### config.mk
export PLATFORM = sky130hd
export DESIGN_NAME = ecs_sequencer
export DESIGN_NICKNAME = d
export VERILOG_FILES = /design/src/core/ecs_pkg.sv /design/src/core/ecs_sequencer.sv
export SDC_FILE = /design/constraint.sdc
export NUM_CORES = 1
export LEC_CHECK = 0
export ABC_CLOCK_PERIOD_IN_PS = 5600
export BUFFER_PORTS_ARGS = -buffer_cell sky130_fd_sc_hd__buf_2
export CORE_MARGIN = 4
export CORE_UTILIZATION = 60
export DETAILED_ROUTE_END_ITERATION = 10
export MAX_ROUTING_LAYER = met4
export PLACE_DENSITY = 0.85
export RECOVER_POWER = 50
export SKIP_LAST_GASP = 1
export SLEW_MARGIN = 20
export SYNTH_ARGS = -nofsm -noshare
export SYNTH_HDL_FRONTEND = slang
export SYNTH_SLANG_ARGS = --single-unit
### constraint.sdc
create_clock -name clk -period 5.6 [get_ports clk]
set_input_delay 1.12 -clock clk [delete_from_list [all_inputs] [get_ports clk]]
set_output_delay 1.12 -clock clk [all_outputs]
set_load 0.1 [all_outputs]
### src/core/ecs_pkg.sv
package ecs_pkg;
  // ==========================================================
  // register map
  localparam logic [7:0] OFS_CMD = 8'hB0;
  localparam logic [7:0] OFS_DATA = 8'hB4;
  localparam logic [7:0] OFS_ISTAT = 8'hB8;
  localparam logic [7:0] OFS_IMASK = 8'hBC;
  // ==========================================================
  // command register fields
  localparam int BUSY_BIT = 31;
  localparam int CMD_HI = 30;
  localparam int CMD_LO = 28;
  localparam int TMO_BIT = 9;
  localparam int LOADED_BIT = 8;
  localparam int ADDR_W = 7;
  // interrupt status bits
  localparam int IRQ_DONE = 0;
  localparam int IRQ_TMO = 1;
  localparam int IRQ_W = 2;
  // ==========================================================
  // commands
  typedef enum logic [2:0] {
    CMD_READ = 3'h0, CMD_WR_DIS = 3'h1, CMD_WR_EN = 3'h2, CMD_WRITE = 3'h3,
    CMD_WRAL = 3'h4, CMD_ERASE = 3'h5, CMD_ERAL = 3'h6, CMD_RELOAD = 3'h7
  } ecs_cmd_t;
  // serial opcodes and address extensions
  localparam logic [1:0] OP_RD = 2'h2;
  localparam logic [1:0] OP_WR = 2'h1;
  localparam logic [1:0] OP_ER = 2'h3;
  localparam logic [1:0] OP_EXT = 2'h0;
  localparam logic [6:0] EXT_WR_DIS = 7'h00;
  localparam logic [6:0] EXT_WRAL = 7'h20;
  localparam logic [6:0] EXT_ERAL = 7'h40;
  localparam logic [6:0] EXT_WR_EN = 7'h60;
  localparam logic [4:0] BITS_SHORT = 5'h0A;
  localparam logic [4:0] BITS_LONG = 5'h12;
  // reload signature and length
  localparam logic [7:0] SIGNATURE = 8'hA5;
  localparam logic [2:0] MAC_BYTES = 3'h6;
  // ==========================================================
  // timing
  localparam int CLK_KHZ = 125000;
  localparam int TIMEOUT_MS = 30;
  localparam int TIMEOUT_CYC = TIMEOUT_MS * CLK_KHZ;
  // ==========================================================
  // serial pins driven toward the memory
  typedef struct packed {
    logic cs;
    logic sk;
    logic di;
  } ecs_pins_t;
endpackage : ecs_pkg

### src/core/ecs_sequencer.sv
`timescale 1ns/1ns
`default_nettype none
module ecs_sequencer #(
  parameter int TIMEOUT_CYC = ecs_pkg::TIMEOUT_CYC,
  parameter int SK_HALF = 32
) (
  // clock and reset
  input wire logic clk,
  input wire logic srst,
  input wire logic ce,
  // apb slave
  input wire logic psel,
  input wire logic penable,
  input wire logic pwrite,
  input wire logic [7:0] paddr,
  input wire logic [31:0] pwdata,
  output logic [31:0] prdata,
  output logic pready,
  output logic pslverr,
  // serial memory pins
  output ecs_pkg::ecs_pins_t eeprom_pins,
  input wire logic eeprom_do,
  // results
  output logic [47:0] mac_addr,
  output logic irq
);
  // ==========================================================
  // state
  typedef enum logic [4:0] {
    ST_IDLE = 5'b00001, ST_SHIFT = 5'b00010, ST_GAP = 5'b00100,
    ST_WAIT = 5'b01000, ST_END = 5'b10000
  } ecs_state_t;

  ecs_state_t state_ff, nxt_state;
  logic busy_ff, tmo_ff, loaded_ff;
  ecs_pkg::ecs_cmd_t cmd_ff;
  logic [ecs_pkg::ADDR_W-1:0] addr_ff;
  logic [7:0] data_ff;
  logic [ecs_pkg::IRQ_W-1:0] istat_ff, imask_ff;
  logic [47:0] mac_ff;
  logic [2:0] idx_ff;
  logic [17:0] tx_ff;
  logic [7:0] rx_ff;
  logic [4:0] bits_ff;
  logic [15:0] div_ff;
  logic [21:0] tmo_cnt_ff;
  logic do_meta_ff, do_sync_ff;
  ecs_pkg::ecs_pins_t pins_ff;
  logic [31:0] prdata_ff;
  logic pready_ff, pslverr_ff, irq_ff;

  // ==========================================================
  // frame builder
  function automatic logic [17:0] frame(input ecs_pkg::ecs_cmd_t c,
      input logic [6:0] a, input logic [7:0] d);
    logic [1:0] op;
    logic [6:0] ad;
    op = ecs_pkg::OP_EXT;
    ad = a;
    unique case (c)
      ecs_pkg::CMD_READ, ecs_pkg::CMD_RELOAD: op = ecs_pkg::OP_RD;
      ecs_pkg::CMD_WR_DIS: ad = ecs_pkg::EXT_WR_DIS;
      ecs_pkg::CMD_WR_EN: ad = ecs_pkg::EXT_WR_EN;
      ecs_pkg::CMD_WRITE: op = ecs_pkg::OP_WR;
      ecs_pkg::CMD_WRAL: ad = ecs_pkg::EXT_WRAL;
      ecs_pkg::CMD_ERASE: op = ecs_pkg::OP_ER;
      ecs_pkg::CMD_ERAL: ad = ecs_pkg::EXT_ERAL;
    endcase
    return {1'b1, op, ad, d};
  endfunction : frame

  function automatic logic [4:0] frame_bits(input ecs_pkg::ecs_cmd_t c);
    logic long;
    long = (c == ecs_pkg::CMD_READ) || (c == ecs_pkg::CMD_RELOAD) ||
           (c == ecs_pkg::CMD_WRITE) || (c == ecs_pkg::CMD_WRAL);
    return long ? ecs_pkg::BITS_LONG : ecs_pkg::BITS_SHORT;
  endfunction : frame_bits

  // ==========================================================
  // apb decode
  wire acc = psel && penable && !pready_ff;
  wire wr_done = psel && penable && pwrite && pready_ff;
  wire hit_cmd = paddr == ecs_pkg::OFS_CMD;
  wire hit_data = paddr == ecs_pkg::OFS_DATA;
  wire hit_istat = paddr == ecs_pkg::OFS_ISTAT;
  wire hit_imask = paddr == ecs_pkg::OFS_IMASK;
  wire mapped = hit_cmd || hit_data || hit_istat || hit_imask;
  wire wr_cmd = wr_done && hit_cmd;
  // a new command is only accepted while idle; a command write during busy can only clear the timeout flag
  wire start_host = wr_cmd && !busy_ff && pwdata[ecs_pkg::BUSY_BIT];
  wire [31:0] cmd_rd = {busy_ff, cmd_ff, 18'h00000, tmo_ff, loaded_ff,
                        1'b0, addr_ff};
  wire [31:0] rd_mux = hit_cmd ? cmd_rd :
                       hit_data ? {24'h000000, data_ff} :
                       hit_istat ? {30'h00000000, istat_ff} :
                       hit_imask ? {30'h00000000, imask_ff} : 32'h00000000;

  // ==========================================================
  // sequencer
  wire half_end = div_ff == 16'(SK_HALF - 1);
  wire bit_end = half_end && pins_ff.sk;
  wire last_bit = bit_end && bits_ff == 5'h01;
  wire timed_out = !state_ff[0] && tmo_cnt_ff == 22'(TIMEOUT_CYC - 1);
  wire is_rd = cmd_ff == ecs_pkg::CMD_READ || cmd_ff == ecs_pkg::CMD_RELOAD;
  wire needs_rdy = !is_rd && cmd_ff != ecs_pkg::CMD_WR_DIS &&
                   cmd_ff != ecs_pkg::CMD_WR_EN;
  wire [7:0] rx_byte = {rx_ff[6:0], do_sync_ff};
  wire reload = cmd_ff == ecs_pkg::CMD_RELOAD;
  wire sig_bad = reload && idx_ff == 3'h0 && rx_ff != ecs_pkg::SIGNATURE;
  wire more = reload && !sig_bad && idx_ff != ecs_pkg::MAC_BYTES;
  wire finish = state_ff == ST_END && !more;
  wire ev_done = finish || timed_out;

  always_comb begin
    nxt_state = state_ff;
    unique case (state_ff)
      ST_IDLE: if (start_host) nxt_state = ST_SHIFT;
      ST_SHIFT: if (last_bit) nxt_state = needs_rdy ? ST_GAP : ST_END;
      ST_GAP: if (half_end) nxt_state = ST_WAIT;
      // a write with nothing attached stays here until the timer fires
      ST_WAIT: if (do_sync_ff) nxt_state = ST_END;
      ST_END: nxt_state = more ? ST_SHIFT : ST_IDLE;
    endcase
    if (timed_out) nxt_state = ST_IDLE;
  end

  // ==========================================================
  // registers
  always_ff @(posedge clk) begin
    if (srst) begin
      state_ff <= ST_END;
      busy_ff <= 1'b1;
      cmd_ff <= ecs_pkg::CMD_RELOAD;
      idx_ff <= 3'h7;
      tmo_ff <= 1'b0;
      loaded_ff <= 1'b0;
      addr_ff <= '0;
      data_ff <= 8'h00;
      istat_ff <= '0;
      imask_ff <= '0;
      mac_ff <= 48'h000000000000;
      tx_ff <= 18'h00000;
      rx_ff <= 8'h00;
      bits_ff <= 5'h00;
      div_ff <= 16'h0000;
      tmo_cnt_ff <= 22'h000000;
      do_meta_ff <= 1'b0;
      do_sync_ff <= 1'b0;
      pins_ff <= '0;
      prdata_ff <= 32'h00000000;
      pready_ff <= 1'b0;
      pslverr_ff <= 1'b0;
      irq_ff <= 1'b0;
    end else if (ce) begin
      do_meta_ff <= eeprom_do;
      do_sync_ff <= do_meta_ff;
      state_ff <= nxt_state;
      pready_ff <= acc;
      pslverr_ff <= acc && !mapped;
      if (acc) prdata_ff <= rd_mux;
      irq_ff <= |(istat_ff & imask_ff);
      // host fields
      if (start_host) begin
        cmd_ff <= ecs_pkg::ecs_cmd_t'(pwdata[ecs_pkg::CMD_HI:ecs_pkg::CMD_LO]);
        addr_ff <= pwdata[ecs_pkg::ADDR_W-1:0];
        idx_ff <= 3'h0;
        if (pwdata[ecs_pkg::CMD_HI:ecs_pkg::CMD_LO] == ecs_pkg::CMD_RELOAD)
          loaded_ff <= 1'b0;
      end
      if (wr_done && hit_data && !busy_ff) data_ff <= pwdata[7:0];
      if (wr_done && hit_imask) imask_ff <= pwdata[ecs_pkg::IRQ_W-1:0];
      // sticky flags: a fresh set wins over a same-cycle clear
      if (timed_out) tmo_ff <= 1'b1;
      else if (wr_cmd && pwdata[ecs_pkg::TMO_BIT]) tmo_ff <= 1'b0;
      istat_ff <= (istat_ff &
                   ~((wr_done && hit_istat) ? pwdata[ecs_pkg::IRQ_W-1:0] : '0))
                  | {timed_out, ev_done};
      // busy held from start to the end of the run
      if (start_host) busy_ff <= 1'b1;
      else if (ev_done) busy_ff <= 1'b0;
      // timeout counter restarts with every new run
      tmo_cnt_ff <= (state_ff == ST_IDLE) ? 22'h000000
                    : tmo_cnt_ff + 22'h000001;
      // clock divider
      div_ff <= (half_end || state_ff == ST_IDLE || state_ff == ST_END)
                ? 16'h0000 : div_ff + 16'h0001;
      unique case (state_ff)
        ST_IDLE: pins_ff <= '0;
        ST_END: begin
          pins_ff <= '0;
          if (is_rd) data_ff <= rx_ff;
          if (reload && idx_ff != 3'h0 && !sig_bad)
            mac_ff <= {rx_ff, mac_ff[47:8]};
          if (reload && idx_ff == ecs_pkg::MAC_BYTES) loaded_ff <= 1'b1;
          if (more) begin
            idx_ff <= idx_ff + 3'h1;
            tx_ff <= frame(cmd_ff, {4'h0, idx_ff + 3'h1}, data_ff);
            bits_ff <= frame_bits(cmd_ff);
          end
        end
        ST_SHIFT: begin
          pins_ff.cs <= 1'b1;
          pins_ff.di <= tx_ff[17];
          if (half_end) pins_ff.sk <= !pins_ff.sk;
          // memory sees di on the rising edge; its output read at the fall
          if (bit_end) begin
            tx_ff <= {tx_ff[16:0], 1'b0};
            rx_ff <= rx_byte;
            bits_ff <= bits_ff - 5'h01;
          end
        end
        ST_GAP: pins_ff <= '0;
        ST_WAIT: pins_ff.cs <= 1'b1;
      endcase
      if (start_host) begin
        tx_ff <= frame(
          ecs_pkg::ecs_cmd_t'(pwdata[ecs_pkg::CMD_HI:ecs_pkg::CMD_LO]),
          pwdata[ecs_pkg::ADDR_W-1:0], data_ff);
        bits_ff <= frame_bits(
          ecs_pkg::ecs_cmd_t'(pwdata[ecs_pkg::CMD_HI:ecs_pkg::CMD_LO]));
      end
      if (timed_out) pins_ff <= '0;
    end
  end

  // ==========================================================
  // outputs
  assign prdata = prdata_ff;
  assign pready = pready_ff;
  assign pslverr = pslverr_ff;
  assign eeprom_pins = pins_ff;
  assign mac_addr = mac_ff;
  assign irq = irq_ff;
endmodule : ecs_sequencer
`default_nettype wire

==> out/results.ini <==
[setup_path]
cp_top_family = buffers and inverters
path_depth = 5
cpPeakStageDelay_ps = 1260
required_ps = 5920
arrival_ps = 4130
crit_type = in2reg
worstPathCellList = clkbuf_1, inv_1, nand2_1, a21oi_1, o21a_1
cp_max_fo = 35
r2r_cells = 6
slowest_stage = clkbuf_1
startpoint_type = input port
critPathBufInv = 2
endpoint_kind = flip-flop

[power_and_ir_drop]
clock_power_share_pct = 39.6
ir_drop_mv = 0.169
internal_power_w = 0.00191
power.density_nw_per_um2 = 307
power.switching_w = 0.000737
swShare_pct = 27.9
p_seq_share_pct = 48.6
pwr-share-comb_pct = 11.8
leakage_nw = 2.99

[route]
drt_iter0_markers = 701
firstDrtPassIters = 5
via_per_inst = 5.80
wirelength_um = 18600
final_antenna_net_count = 0
vias = 6994
drc = 0
wire_per_inst_um = 15.4

[timing]
relSlewSlack_pct = -19.7
final-hold-violation-count = 0
final.setup_skew_ps = 6.66
rsz0062_at_grt = false
post-route-period-util_pct = 67.9
fmax_mhz = 263
worst_hold_slack_ps = 452
slew_viol_final = 36
worst_slew_pin_slew_ps = 1800
post-route-worst-setup-slack_ps = 1800
post-route-min-period_ps = 3800
setup_viol = 0
fin_setup_tns_ps = 0

[clock_network]
clkSlewWorstSetupHoldPaths_ps = 60
cts_root_buf = clkbuf_16
hold_buffers = 0
clock_sinks = 172
numCtsBuffers = 17
cts_tree = done
cts_max_level = 4
cts_setup_buffers = 0
clock_latency_ps = 420
cts-resized-gates = 0
cts_max_path_buffers = 2

[floorplan]
dieArea_um2 = 14800
initial_core_util_pct = 61.4
die_y_um = 122
core_um2 = 12600
num_rows = 41
die_x_um = 122
ios = 133

[global_routing]
grt_max_degree = 93
grt_pass1_wl_um = 29500
grt_pass1_vias = 6080
overflow = 0
track_usage_pct = 25.3
antenna_found_initial = 0

[hold_path]
hp-class = reg2reg
hold_depth = 2

[placement]
dp_hpwl_um = 12200
gp_congestion = 0.909
port_buffers = 95
dpl.cell_count = 1176
place_ws_ps = 1720

[cells_and_area]
drive_gt1_share_pct = 7.74
fin_nets = 1081
post-route-util_pct = 68.3
fin_cells = 1206
diodes = 0
area_delta_synth_final_pct = 11.3

[synthesis]
syn_avg_cell_area_um2 = 8.07
synth_top_area_share_pct = 44.5
synth_top_cell_by_area = dfxtp_1
async_reset_ff_share_pct = 0
synth_cells = 960
yosysUniqueCellTypes = 64
synth-edff-count = 0
yosys_register_bits = 172
yosysSeqAreaShare_pct = 44.5
synth-warning-count = 0
synth.area.top_cells = dfxtp_1, nand2_1, a21oi_1
netlist_area_um2 = 7740
synth_ff_type = dfxtp_1

[run_status]
outcome = finished with violations
violations = capacitance limit, slew limit

[job]
drv_cap = 1

## power by group through the flow
stage | clock [W] | sequential [W] | combinational [W]
2_1_floorplan | 0 | 0.00132 | 0.000253
3_3_place_gp | 0 | 0.00131 | 0.000299
3_5_place_dp | 0 | 0.00131 | 0.000305
4_1_cts | 0.00106 | 0.00128 | 0.000308
5_1_grt | 0.00111 | 0.00129 | 0.000339
6_report | 0.00105 | 0.00128 | 0.000311
## layout by cell type, fill, tap and decap left out, drive strengths merged, types with 11 or more instances in the layout
cell type / synthesis / final
a211oi: 18 / 18
a21oi: 95 / 95
a221oi: 12 / 12
buf: 27 / 32
clkbuf: 48 / 88
conb: 1 / 18
dfxtp: 172 / 172
ha: 11 / 11
inv: 25 / 27
nand2: 193 / 193
nand3: 34 / 34
nand4: 22 / 22
nor2: 96 / 96
nor3: 21 / 21
o21ai: 18 / 18
xnor2: 16 / 16
xor2: 25 / 25
## logic make-up after synthesis
kind of cell,share of synthesized area [%]
compound gates,16.5
xor+xnor,4.64
fa+ha+maj,1.78
buf+inv,6.08
flops,44.5
mux,0.776
other cells,0.0484
simple gates,25.7
## worst min-delay path, stage by stage, from the launching register on
cell	delay [ps]
dfxtp_1	310
nand2_1	50
a21oi_1	50
## path summary, 6_finish.rpt
kind               startpoint              to  slack, ps
setup / recovery         srst  tmo_cnt_ff[15]       1800
hold / removal     prdata[30]      prdata[30]        450
setup reg to reg  state_ff[2]      bits_ff[4]       2590
hold reg to reg    prdata[30]      prdata[30]        450
## registers in the layout, indices dropped and copies added (netlist names), 3 cells and up
register     cells
mac_addr        48
tmo_cnt_ff      22
tx_ff           18
div_ff          16
prdata          14
data_ff          8
rx_ff            8
addr_ff          7
bits_ff          5
state_ff         5
cmd_ff           3
eeprom_pins      3
idx_ff           3
## routing by layer
metal | part of all wire [%] | routed length [µm] | global-route usage [%]
met5 | 0 | 0 | -
met4 | 1.4 | 261 | 7.56
met3 | 7.9 | 1460 | 6.08
met2 | 48 | 8820 | 39.6
met1 | 43 | 8010 | 32.7
## cell usage after synthesis, drive strengths merged, types with 4 or more instances
cell type and number:
nand3 34, or3 8, nor2 96, nor4 9
a22oi 7, a211oi 18, inv 25, nand2b 5
and2 6, nor4bb 4, nor3b 4, xnor2 16
and3 8, dfxtp 172, o21ai 18, or4 6
ha 11, a31oi 5, o22ai 9, nor3 21
clkbuf 48, mux2i 6, a21oi 95, nand4 22
nand2 193, xor2 25, buf 27, nor2b 6
a221oi 12, o211ai 6
## metrics by stage
step / total power, W / area (µm²)
detailed placement: 0.00161 / 8180
finish: 0.00264 / 8620
global route: 0.00274 / 8620
floorplan: 0.00157 / 7810
global placement: 0.00161 / 8180
CTS: 0.00265 / 8710
## final cells by class
class                      instances  area, µm²
clock inverter                    12       93.8
clock buffer                      18        429
inverter                          26       97.6
sequential                       172       3440
timing repair buffer             102        440
fill                            1079       4000
tap                              172        215
multi-input combinational        704       3900
Power figures use the tool's default switching activity.
